File: config.mk
export PLATFORM = sky130hd
export DESIGN_NAME = ccpc_top
export DESIGN_NICKNAME = d
export VERILOG_FILES = /design/src/hw/ccpc_pkg.sv /design/src/hw/ccpc_clk_sel.sv /design/src/hw/ccpc_silence.sv /design/src/hw/ccpc_top.sv
export VERILOG_INCLUDE_DIRS = /design/src /design/src/hw
export SDC_FILE = /design/constraint.sdc
export NUM_CORES = 1
export LEC_CHECK = 0
export BUFFER_PORTS_ARGS = -buffer_cell sky130_fd_sc_hd__buf_2
export CAP_MARGIN = 10
export CORE_UTILIZATION = 41
export DETAILED_ROUTE_END_ITERATION = 6
export GPL_TIMING_DRIVEN = 0
export PLACE_DENSITY_LB_ADDON = 0.25
export SYNTH_ARGS = -nofsm -noshare
export SYNTH_HDL_FRONTEND = slang
export SYNTH_SLANG_ARGS = --single-unit
File: constraint.sdc
create_clock -name core_clk -period 6.1 [get_ports core_clk]
set_input_delay 0.61 -clock core_clk [delete_from_list [all_inputs] [get_ports core_clk]]
set_output_delay 0.61 -clock core_clk [all_outputs]
set_load 0.02 [all_outputs]
File: src/hw/ccpc_map.svh
// Purpose: Register offsets, field positions, reset values and counts of the clock/port control.
// Assumes: APB byte addresses are four times the printed register index.
// Notes: Definitions only.
`ifndef CCPC_MAP_SVH
`define CCPC_MAP_SVH
// ****************************************
// Register indices and APB address width
// ****************************************
`define CCPC_IDX_IFACE_FORMAT 8'h04
`define CCPC_IDX_MISC 8'h05
`define CCPC_IDX_CLOCK 8'h06
`define CCPC_IDX_RATIO 8'h07
`define CCPC_IDX_RX_STATUS 8'h08
`define CCPC_IDX_PENDING 8'h0F
`define CCPC_IDX_LIVE 8'h10
`define CCPC_IDX_PLL_STATUS 8'h11
`define CCPC_ADDR_W 12
// ****************************************
// Field positions
// ****************************************
`define CCPC_FMT_AUX_RJ16 1
`define CCPC_FMT_MAIN_RJ16 0
`define CCPC_MISC_EXT_ADC_SEL 7
`define CCPC_MISC_TRISTATE 6
`define CCPC_MISC_RESERVED 5
`define CCPC_MISC_UPDATE_HOLD 4
`define CCPC_MISC_ROLLOFF 3
`define CCPC_MISC_HP_HOLD 2
`define CCPC_MISC_MAIN_MASTER 1
`define CCPC_MISC_AUX_MASTER 0
`define CCPC_CLK_FORCE_LOCK 0
`define CCPC_CLK_FRAME_LOCK 3
`define CCPC_RX_SILENCE 7
`define CCPC_RX_ACTIVE_CLK 3
// ****************************************
// Reset values and counts
// ****************************************
`define CCPC_RST_FORMAT 8'h40
`define CCPC_RST_MISC 8'h00
`define CCPC_RST_CLOCK 8'h00
`define CCPC_RST_PENDING 8'h00
`define CCPC_SILENCE_COUNT 11'h060C
`define CCPC_RANGE_FORCED 3'h7
`endif

File: src/hw/ccpc_pkg.sv
// Purpose: Types of the clock and port control block.
// Assumes: Constants live in ccpc_map.svh.
// Notes: Policy and divider codes follow the clock control register.
package ccpc_pkg;
	typedef enum logic [1:0] {CCPC_POL_PLL, CCPC_POL_OSC, CCPC_POL_HOLD, CCPC_POL_AUTO} ccpc_policy_t;
	typedef enum logic [1:0] {CCPC_DIV1, CCPC_DIV2, CCPC_DIV4, CCPC_MUL2} ccpc_div_t;
	typedef logic [7:0] ccpc_byte_t;
endpackage : ccpc_pkg

File: src/hw/ccpc_clk_sel.sv
// Purpose: Master clock source choice and recovered clock scaling, as levels sampled on core_clk.
// Assumes: Lock and clock phase inputs are already synchronous.
// Notes: Clock outputs are sampled waveforms; times two uses both phases of the reference.
`include "ccpc_map.svh"
module ccpc_clk_sel (
	input wire logic core_clk,
	input wire logic arst_n,
	input wire ccpc_pkg::ccpc_policy_t clock_source_policy,
	input wire ccpc_pkg::ccpc_div_t recovered_clock_divider,
	input wire logic forced_pll_lock,
	input wire logic pll_locked,
	input wire logic pll_clk_level,
	input wire logic osc_clk_level,
	output logic use_osc,
	output logic mclk_level,
	output logic recovered_level
);
	import ccpc_pkg::*;
	logic next_use_osc;
	logic [1:0] div_cnt;
	logic [1:0] next_div_cnt;
	logic prev_mclk;
	logic next_recovered;
	logic ref_level;
	// ****************************************
	// Source policy
	// ****************************************
	always_comb begin
		case (clock_source_policy)
			CCPC_POL_PLL: next_use_osc = 1'b0;
			CCPC_POL_OSC: next_use_osc = 1'b1;
			CCPC_POL_HOLD: next_use_osc = use_osc | ~pll_locked;
			CCPC_POL_AUTO: next_use_osc = ~pll_locked;
			default: next_use_osc = 1'b0;
		endcase
	end
	// Forced lock never falls back; manual PLL with lost lock feeds the oscillator out
	assign ref_level = (forced_pll_lock | (~use_osc & pll_locked)) ? pll_clk_level :
		osc_clk_level;
	assign mclk_level = use_osc ? osc_clk_level : pll_clk_level;
	// Divider counts rising edges of the reference
	// Times two is a one-cycle pulse at each reference edge, so two pulses per period
	always_comb begin
		next_div_cnt = div_cnt;
		if (ref_level & ~prev_mclk) begin
			next_div_cnt = div_cnt + 2'h1;
		end
		case (recovered_clock_divider)
			CCPC_DIV1: next_recovered = ref_level;
			CCPC_DIV2: next_recovered = next_div_cnt[0];
			CCPC_DIV4: next_recovered = next_div_cnt[1];
			CCPC_MUL2: next_recovered = ref_level ^ prev_mclk;
			default: next_recovered = ref_level;
		endcase
	end
	always_ff @(posedge core_clk or negedge arst_n) begin
		if (!arst_n) begin
			use_osc <= 1'b0;
			div_cnt <= 2'h0;
			prev_mclk <= 1'b0;
			recovered_level <= 1'b0;
		end else begin
			use_osc <= next_use_osc;
			div_cnt <= next_div_cnt;
			prev_mclk <= ref_level;
			recovered_level <= next_recovered;
		end
	end
endmodule : ccpc_clk_sel

File: src/hw/ccpc_silence.sv
// Purpose: Counts consecutive zero samples from the digital audio input.
// Assumes: sample_valid is a one-cycle pulse on core_clk.
// Notes: Counter saturates, so silence stays flagged until a non-zero sample.
`include "ccpc_map.svh"
module ccpc_silence (
	input wire logic core_clk,
	input wire logic arst_n,
	input wire logic sample_valid,
	input wire logic [23:0] sample_data,
	output logic silence
);
	logic [10:0] zero_cnt;
	logic [10:0] next_zero_cnt;
	// Count zeros, any other value restarts
	always_comb begin
		next_zero_cnt = zero_cnt;
		if (sample_valid) begin
			if (sample_data != 24'h00_0000) begin
				next_zero_cnt = 11'h000;
			end else if (zero_cnt != `CCPC_SILENCE_COUNT) begin
				next_zero_cnt = zero_cnt + 11'h001;
			end
		end
	end
	always_ff @(posedge core_clk or negedge arst_n) begin
		if (!arst_n) begin
			zero_cnt <= 11'h000;
		end else begin
			zero_cnt <= next_zero_cnt;
		end
	end
	assign silence = (zero_cnt == `CCPC_SILENCE_COUNT);
endmodule : ccpc_silence

File: src/hw/ccpc_top.sv
// Purpose: Codec clock and serial port control with APB register access.
// Assumes: PLL lock, ratio and range arrive from the receiver; pins pass a 3-stage sync.
// Notes: Output enables are active low while the block drives a pin.
//
// Decided for this implementation: the APB interface to the registers.
`include "ccpc_map.svh"

// Functional notes
// - Aux port right-justified words are 24 bits at 0, 16 bits at 1.
// - Main port right-justified DAC/ADC words are 24 bits at 0, 16 at 1.
// - External ADC bit clock comes from aux port at 0, main port at 1.
// - Tristate bit releases the recovered master clock pin.
// - Update hold stores held-register writes and applies them together on release.
// - Roll-off select 0 gives fast filter, 1 gives slow filter.
// - High-pass hold freezes the DC offset estimate, still subtracted.
// - Master ports drive divided bit and frame clocks; slave ports take them in.
// - Recovered clock divider: 00 /1, 01 /2, 10 /4, 11 x2.
// - Frame-lock select makes the PLL lock to the aux frame clock.
// - Policy: 00 PLL, 01 oscillator, 10 hold then oscillator, 11 auto.
// - Policy 00 with lost lock puts the oscillator on the recovered clock.
// - Under forced lock, lost lock never moves the recovered clock to the oscillator; the master clock still follows the policy.
// - Ratio register: two integer bits 7:6, six fraction bits 5:0.
// - Silence flag is set after 1548 consecutive zero input samples.
// - Active clock status reads 0 for PLL, 1 for oscillator.
module ccpc_top (
	input wire logic core_clk,
	input wire logic arst_n,
	input wire logic psel,
	input wire logic penable,
	input wire logic pwrite,
	input wire logic [`CCPC_ADDR_W-1:0] paddr,
	input wire logic [31:0] pwdata,
	input wire logic [3:0] pstrb,
	output logic [31:0] prdata,
	output logic pready,
	output logic pslverr,
	input wire logic pll_locked,
	input wire logic pll_clk_level,
	input wire logic osc_clk_level,
	input wire logic [7:0] pll_ratio_meas,
	input wire logic [2:0] pll_range_meas,
	input wire logic audio_valid,
	input wire logic [23:0] audio_data,
	input wire logic main_bit_clock_in,
	input wire logic main_frame_clock_in,
	input wire logic aux_bit_clock_in,
	input wire logic aux_frame_clock_in,
	output logic main_bit_clock_out,
	output logic main_bit_clock_oe_n,
	output logic main_frame_clock_out,
	output logic main_frame_clock_oe_n,
	output logic aux_bit_clock_out,
	output logic aux_bit_clock_oe_n,
	output logic aux_frame_clock_out,
	output logic aux_frame_clock_oe_n,
	output logic ext_adc_bit_clock,
	output logic recovered_master_clock_out,
	output logic recovered_master_clock_oe_n,
	output logic [4:0] aux_word_bits,
	output logic [4:0] main_word_bits,
	output logic interp_rolloff_sel,
	output logic highpass_hold,
	output logic pll_frame_lock_sel,
	output logic [1:0] osc_clock_range,
	output logic autodetect_en,
	output ccpc_pkg::ccpc_byte_t held_settings
);
	import ccpc_pkg::*;

	// ****************************************
	// Register state
	// ****************************************
	ccpc_byte_t fmt_reg;
	ccpc_byte_t next_fmt_reg;
	ccpc_byte_t misc_reg;
	ccpc_byte_t next_misc_reg;
	ccpc_byte_t clock_reg;
	ccpc_byte_t next_clock_reg;
	ccpc_byte_t pending_reg;
	ccpc_byte_t next_pending_reg;
	ccpc_byte_t next_held;
	logic [31:0] next_prdata;

	// Bus decode
	logic [7:0] idx;
	logic access;
	logic hit;

	// Clock choice and silence detection
	logic use_osc;
	logic mclk_level;
	logic recovered_level;
	logic silence;

	// Pin synchronisers and shared port divider
	logic [2:0] pin_sync [4];
	logic [3:0] pin_clean;
	logic [3:0] pin_raw;
	logic [3:0] pin_hold;
	logic [3:0] next_pin_hold;
	logic [5:0] port_div;
	logic [5:0] next_port_div;
	logic mclk_prev;

	// ****************************************
	// Bus decode
	// ****************************************
	// Register index decoding used for reads and writes
	function automatic logic idx_mapped(input logic [7:0] i);
		idx_mapped = (i == `CCPC_IDX_IFACE_FORMAT) ||
			(i == `CCPC_IDX_MISC) ||
			(i == `CCPC_IDX_CLOCK) ||
			(i == `CCPC_IDX_RATIO) ||
			(i == `CCPC_IDX_RX_STATUS) ||
			(i == `CCPC_IDX_PENDING) ||
			(i == `CCPC_IDX_LIVE) ||
			(i == `CCPC_IDX_PLL_STATUS);
	endfunction : idx_mapped

	// Word index; unused address bits must be zero for a hit
	assign idx = paddr[9:2];
	assign access = psel & penable;
	assign hit = idx_mapped(idx) && (paddr[1:0] == 2'h0) && (paddr[11:10] == 2'h0);

	// Zero wait states; unmapped addresses answer with an error
	assign pready = 1'b1;
	assign pslverr = access & ~hit;

	// ****************************************
	// Register writes
	// ****************************************
	always_comb begin
		next_fmt_reg = fmt_reg;
		next_misc_reg = misc_reg;
		next_clock_reg = clock_reg;
		next_pending_reg = pending_reg;
		if (access && pwrite && hit && pstrb[0]) begin
			case (idx)
				`CCPC_IDX_IFACE_FORMAT: next_fmt_reg = pwdata[7:0];
				`CCPC_IDX_MISC: next_misc_reg = pwdata[7:0] & ~(8'h01 << `CCPC_MISC_RESERVED);
				`CCPC_IDX_CLOCK: next_clock_reg = pwdata[7:0];
				`CCPC_IDX_PENDING: next_pending_reg = pwdata[7:0];
				default: next_fmt_reg = fmt_reg;
			endcase
		end
		// Held settings reach the datapath only while the hold bit is clear
		next_held = misc_reg[`CCPC_MISC_UPDATE_HOLD] ? held_settings : pending_reg;
	end

	// ****************************************
	// Read data
	// ****************************************
	// Read mux; ratio invalid under forced lock reads zero
	always_comb begin
		next_prdata = 32'h0000_0000;
		if (psel && !penable && !pwrite) begin
			case (idx)
				`CCPC_IDX_IFACE_FORMAT: next_prdata[7:0] = fmt_reg;
				`CCPC_IDX_MISC: next_prdata[7:0] = misc_reg;
				`CCPC_IDX_CLOCK: next_prdata[7:0] = clock_reg;
				`CCPC_IDX_RATIO: next_prdata[7:0] = clock_reg[`CCPC_CLK_FORCE_LOCK] ? 8'h00 :
					pll_ratio_meas;
				`CCPC_IDX_RX_STATUS: begin
					next_prdata[`CCPC_RX_SILENCE] = silence;
					next_prdata[`CCPC_RX_ACTIVE_CLK] = use_osc;
					next_prdata[2:0] = clock_reg[`CCPC_CLK_FORCE_LOCK] ? `CCPC_RANGE_FORCED :
						pll_range_meas;
				end
				`CCPC_IDX_PENDING: next_prdata[7:0] = pending_reg;
				`CCPC_IDX_LIVE: next_prdata[7:0] = held_settings;
				`CCPC_IDX_PLL_STATUS: next_prdata[0] = pll_locked;
				default: next_prdata = 32'h0000_0000;
			endcase
		end else begin
			next_prdata = prdata;
		end
	end

	// Register update; reset loads the default of each field
	always_ff @(posedge core_clk or negedge arst_n) begin
		if (!arst_n) begin
			fmt_reg <= `CCPC_RST_FORMAT;
			misc_reg <= `CCPC_RST_MISC;
			clock_reg <= `CCPC_RST_CLOCK;
			pending_reg <= `CCPC_RST_PENDING;
			held_settings <= `CCPC_RST_PENDING;
			prdata <= 32'h0000_0000;
		end else begin
			fmt_reg <= next_fmt_reg;
			misc_reg <= next_misc_reg;
			clock_reg <= next_clock_reg;
			pending_reg <= next_pending_reg;
			held_settings <= next_held;
			prdata <= next_prdata;
		end
	end

	// ****************************************
	// Static controls
	// ****************************************
	assign aux_word_bits = fmt_reg[`CCPC_FMT_AUX_RJ16] ? 5'd16 : 5'd24;
	assign main_word_bits = fmt_reg[`CCPC_FMT_MAIN_RJ16] ? 5'd16 : 5'd24;
	assign interp_rolloff_sel = misc_reg[`CCPC_MISC_ROLLOFF];
	assign highpass_hold = misc_reg[`CCPC_MISC_HP_HOLD];
	assign pll_frame_lock_sel = clock_reg[`CCPC_CLK_FRAME_LOCK];
	assign osc_clock_range = clock_reg[5:4];
	assign autodetect_en = ~clock_reg[`CCPC_CLK_FORCE_LOCK];

	// ****************************************
	// Pin synchronisers
	// ****************************************
	// Pin order, low bit first: main bit, main frame, aux bit, aux frame
	assign pin_raw = {aux_frame_clock_in, aux_bit_clock_in, main_frame_clock_in, main_bit_clock_in};

	genvar g;
	generate
		for (g = 0; g < 4; g++) begin : g_sync
			// Three stages; only the second stage reads the first
			always_ff @(posedge core_clk or negedge arst_n) begin
				if (!arst_n) begin
					pin_sync[g] <= 3'h0;
				end else begin
					pin_sync[g] <= {pin_sync[g][1:0], pin_raw[g]};
				end
			end
			// Change accepted when stages two and three agree
			assign next_pin_hold[g] = (pin_sync[g][1] == pin_sync[g][2]) ? pin_sync[g][2] :
				pin_hold[g];
			assign pin_clean[g] = pin_hold[g];
		end
	endgenerate

	// ****************************************
	// Port clock generation
	// ****************************************
	// Rising edges of the master clock step the shared port divider
	always_comb begin
		next_port_div = port_div;
		if (mclk_level && !mclk_prev) begin
			next_port_div = port_div + 6'h01;
		end
	end

	// Port clocks and pin hold stage; every pin drive comes from a flip-flop
	always_ff @(posedge core_clk or negedge arst_n) begin
		if (!arst_n) begin
			port_div <= 6'h00;
			mclk_prev <= 1'b0;
			pin_hold <= 4'h0;
			main_bit_clock_out <= 1'b0;
			main_frame_clock_out <= 1'b0;
			aux_bit_clock_out <= 1'b0;
			aux_frame_clock_out <= 1'b0;
			ext_adc_bit_clock <= 1'b0;
			recovered_master_clock_out <= 1'b0;
		end else begin
			port_div <= next_port_div;
			mclk_prev <= mclk_level;
			pin_hold <= next_pin_hold;
			// Bit clock MCLK/4, frame clock MCLK/64 in master mode
			main_bit_clock_out <= port_div[1];
			main_frame_clock_out <= port_div[5];
			aux_bit_clock_out <= port_div[1];
			aux_frame_clock_out <= port_div[5];
			ext_adc_bit_clock <= misc_reg[`CCPC_MISC_EXT_ADC_SEL] ?
				(misc_reg[`CCPC_MISC_MAIN_MASTER] ? port_div[1] : pin_clean[0]) :
				(misc_reg[`CCPC_MISC_AUX_MASTER] ? port_div[1] : pin_clean[2]);
			recovered_master_clock_out <= recovered_level;
		end
	end

	// ****************************************
	// Pin output enables
	// ****************************************
	// Slave ports release their pins
	assign main_bit_clock_oe_n = ~misc_reg[`CCPC_MISC_MAIN_MASTER];
	assign main_frame_clock_oe_n = ~misc_reg[`CCPC_MISC_MAIN_MASTER];
	assign aux_bit_clock_oe_n = ~misc_reg[`CCPC_MISC_AUX_MASTER];
	assign aux_frame_clock_oe_n = ~misc_reg[`CCPC_MISC_AUX_MASTER];
	assign recovered_master_clock_oe_n = misc_reg[`CCPC_MISC_TRISTATE];

	// ****************************************
	// Sub-blocks
	// ****************************************
	ccpc_clk_sel u_clk_sel (
		.core_clk(core_clk),
		.arst_n(arst_n),
		.clock_source_policy(ccpc_policy_t'(clock_reg[2:1])),
		.recovered_clock_divider(ccpc_div_t'(clock_reg[7:6])),
		.forced_pll_lock(clock_reg[`CCPC_CLK_FORCE_LOCK]),
		.pll_locked(pll_locked),
		.pll_clk_level(pll_clk_level),
		.osc_clk_level(osc_clk_level),
		.use_osc(use_osc),
		.mclk_level(mclk_level),
		.recovered_level(recovered_level)
	);

	ccpc_silence u_silence (
		.core_clk(core_clk),
		.arst_n(arst_n),
		.sample_valid(audio_valid),
		.sample_data(audio_data),
		.silence(silence)
	);

endmodule : ccpc_top

# Word level (Yosys, flattened, before mapping)
# Index checks and enable logic that the tools add are counted.
# word_totals
reg_bits,82
input_bits,96
output_inout_bits,69
word_cells,103
# op_classes
addsub,3
eq_ne,18
mux,18
bitwise,14
reduce_logical,29
# ops
op,n
$eq 8x3->1 const B,4
$reduce_bool 24->1,1
$mux 11,2
$pmux 3 s7,1
$pmux 3 s6,1
$eq 8x4->1 const B,2
$eq 8x5->1 const B,2
$add 11x1->11 const B,1
$eq 11x11->1 const B,1
$ne 11x11->1 const B,1
$reduce_and 2->1,5
$eq 2x2->1 const B,4
$logic_and 1x1->1,8
$logic_not 2->1,4
$mux 4,2
$mux 8,1
$pmux 1 s4,2
$pmux 1 s8,1
$logic_or 1x1->1,7
$not 1->1,7
$pmux 1 s7,1
$add 6x1->6 const B,1
$mux 1,5
$and 1x1->1,4
other kinds (9),14

# Longest topological paths before layout
# logic_depth
depth_word,13
ltp_mapped,7

# Hierarchy
# Synthesis repeated with hierarchy kept, for this count alone.
# hier_totals
cells_unflattened,403
hier_area_um2,4525.6
# by_module_without_submodules
module,instances,cells_per_inst,area_each_um2,seq_area_each_um2
ccpc_top,1,298,3518.4,1652.8
ccpc_silence,1,87,764.5,275.3
ccpc_clk_sel,1,18,242.7,125.1

# Worst setup path before layout
# Ideal clock, no wire load.
# synth_timing
kind,input port to output port
start,input paddr[7]
end,output pslverr
t_arrival_ns,1.719
slack_ns,3.771
cell_stages,4
path_buffers,0
cell_sequence,or3_4 > or3_2 > o2bb2ai_1 > a21oi_1
# synth_via
elab_chain_len,12
word_cells_on_any_way,19
# synth_lines
item,line_no,text
from (decl),ccpc_top.sv:31,"input wire logic [`CCPC_ADDR_W-1:0] paddr,"
$eq 8x3->1,n/a,
$logic_or 1x1->1 (6 in series),ccpc_top.sv:110,idx_mapped = (i == `CCPC_IDX_IFACE_FORMAT) ||
$logic_or 1x1->1 (*),ccpc_top.sv:110,
$logic_and 1x1->1 (*) (2 in series),ccpc_top.sv:123,assign hit = idx_mapped(idx) && (paddr[1:0] == 2'h0) && (paddr[11:10] == 2'h0);
$not 1->1 (*),ccpc_top.sv:127,assign pslverr = access & ~hit;
$and 1x1->1 (*),ccpc_top.sv:127,
to (decl),ccpc_top.sv:36,"output logic pslverr,"
# Mark *: on every way between the ends. The rest lies on a longest branch, timed or not.

# Worst setup path after layout
# layout_timing
start,input paddr[3]
end,output pslverr
# The elaborated chain is that of the path after synthesis.

==> flow_summary.ini <==
[worst_setup_path]
slowest_stage = clkbuf_1
slowest_delay_ns = 0.51
critical_path_class = in2out
ff2ff_setup_slack_ns = 3.97
worstSetupEndpointType = output port
r2r_start = clock_reg[0]$_DFFE_PN0P_
r2r_cells = 7
path_max_fanout = 10
cp_cell_sequence = buf_2 -> clkbuf_1 -> nand2_1 -> a21oi_1 -> o2bb2ai_1 -> a21oi_1 -> buf_2
crit_buf_inv = 3
r2r-end = u_clk_sel.recovered_level$_DFF_PN0_
cp.arrival_ns = 2.18
crit_path_start_kind = primary input
required_ns = 5.49
critPathTopFamily = buffers and inverters

[run_status]
status = complete, no violations

[logic_synthesis]
yosysTopAreaCell = dfrtp_1
netlist_area_sq_mm = 0.00423
yosysMostFrequentCell = dfrtp_1
synth_area_per_cell_sq_um = 10.9
netlist_top_cells_count = dfrtp_1 (81), mux2_2 (47), buf_4 (40)
ys.flop_type = dfrtp_1
synth_seq_cells = 82
synth-edff-count = 0
synth-async-reset-ratio = 1.00
seq_area_frac_synth = 0.485
yosys-top-cells-area = dfrtp_1 (48%), mux2_2 (13%), buf_4 (7.1%)
synth_warnings = 0
netlist_instances = 387
yosysTopAreaCellShare = 0.479
ys_types = 58

[global_routing]
grt_pass1_vias = 3238
track_usage = 0.205
overflow = 0
antenna_found_initial = 0
grt_pass1_wl_mm = 17.1
grt_max_degree = 64

[routing]
drtIter0Drc = 174
postRouteWirelength_mm = 10.3
vias_per_cell = 5.06
ant_nets = 0
drcViolationCount = 0
vias = 3384
wire_per_inst_um = 15.4
drt-pass1-iter-count = 4

[cts]
cts_buffers = 9
cts-root-buf = clkbuf_8
clkTransAtPathRegs_ns = 0.08
cts_tree = built
clk_path_buf_depth = 2
cts_sinks = 82
cts_resized = 0
insertion_delay_ns = 0.37
ctsHoldBuffers = 0
htreeDepth = 3
post-cts-setup-buffers = 0

[sta]
finClkSkew_ns = 0.00984
tightest_slew_ns = 0.984
fin_crit_ns = 2.79
setup_tns_ns = 0
setup_viol = 0
period_share = 0.458
slew_headroom = 0.335
hold_viol_final = 0
timing.fmax_mhz = 358
rsz0062_at_grt = false
slew_viol_final = 0

[place]
dpl_cell_area_sq_mm = 0.00505
dp_hpwl_mm = 7.62
portBuffers = 101
gp_congestion = 0.869

[cells_and_area]
register_area_sq_mm = 0.00205
antennaDiodeCount = 0
multi_input_area_sq_mm = 0.00188
fin_area_sq_mm = 0.00522
nNetsFinal = 631
largest_register_ffs = 11
fill_cells = 942
layout-drive-gt1-share = 0.401
fin_util = 0.527
areaGrowthSynthToFinish_pct = 23.4
top_register = u_silence.zero_cnt

[floorplan]
floorplan.initialDensity = 0.427
dieArea_sq_mm = 0.0107
ioPinCount = 165
rows = 36
fp.dieH_um = 104
die_x_um = 104
core_sq_mm = 0.00991

[run]
max-cap-violations = 0

[worst_hold_path]
min_path_type = in2async

[power]
p_total_w = 0.00116
power_density_mw_per_mm2 = 222
peakVddDrop_v = 0.000138
p_leak_nw = 2.54
## cells in the final DEF, fill, tap and decap left out, types with 4 or more instances in the layout
cell type,count
o31ai_1,5
mux2i_1,4
xor2_1,5
buf_4,41
clkbuf_8,10
a221oi_1,4
xnor2_1,4
mux2_2,47
nand3_1,12
nor3_1,8
clkbuf_1,9
a311oi_1,5
nor2_1,12
dfrtp_1,81
buf_2,101
o21ai_0,11
nand2_1,30
a21oi_1,15
conb_1,33
nor2b_1,4
and3_1,8
inv_1,19
o22ai_1,4
ha_1,4
nor4_1,7
## layer usage
metal / vias up / global-route usage / wire length [um]
met5: - / 0 / 0
met4: 0 / 0.0745 / 142
met3: 11 / 0.0396 / 612
met2: 136 / 0.321 / 4730
met1: 1620 / 0.284 / 4810
li1: 1617 / - / -
## kinds of logic after synthesis
| logic type | count (synthesis) | share of synthesized area |
|---|---|---|
| DFF | 82 | 0.485 |
| buffers and inverters | 69 | 0.0988 |
| AOI/OAI and AO/OA | 67 | 0.108 |
| muxes | 52 | 0.140 |
| adders and majority gates | 6 | 0.0166 |
| and+or+nand+nor | 100 | 0.132 |
| xor gates and xnor gates | 9 | 0.0186 |
| other | 2 | 0.00177 |
## worst max path at each step
stage	startpoint	end	slack (ns)	depth (start not counted)
after CTS	paddr[3]	pslverr	3.30	7
after detailed placement	paddr[7]	pending_reg[1]$_DFFE_PN0P_	3.21	7
after global placement	paddr[7]	pending_reg[4]$_DFFE_PN0P_	3.15	7
after global routing	paddr[3]	pslverr	3.22	7
after floorplan	paddr[7]	pslverr	3.77	4
final	paddr[3]	pslverr	3.31	7
## worst register-to-register path: stages (launching register included)
cell and delay (ns):
dfrtp_1 0.37, clkbuf_1 0.21, a21oi_1 0.18, mux2_2 0.40
ha_1 0.24, nand2_1 0.08, xnor2_1 0.08, mux4_2 0.45
## layout make-up
type | count | share of cell area
clock buffers | 12 | 0.0278
inverters | 19 | 0.0137
well taps | 133 | 0.0319
plain buffers | 50 | 0.0664
flip-flops and latches | 82 | 0.393
repair buffers | 102 | 0.103
clock inverters | 4 | 0.00527
multi-input cells | 267 | 0.359
## stage by stage
stage / instances / hold WS [ns] / setup slack (ns)
2_1_floorplan: 418 / 0.314 / 3.77
3_3_place_gp: 652 / 0.332 / 3.15
6_report: 669 / 0.124 / 3.31
4_1_cts: 669 / 0.121 / 3.30
3_5_place_dp: 653 / 0.336 / 3.21
5_1_grt: 669 / 0.130 / 3.22
## where the power goes
part | switching [W] | leakage [nW] | internal, W
registers | 0.0000279 | 1.09 | 0.000584
logic | 0.000103 | 1.37 | 0.0000824
clock network | 0.000206 | 0.0786 | 0.000159
(Power assumes the default switching activity.)
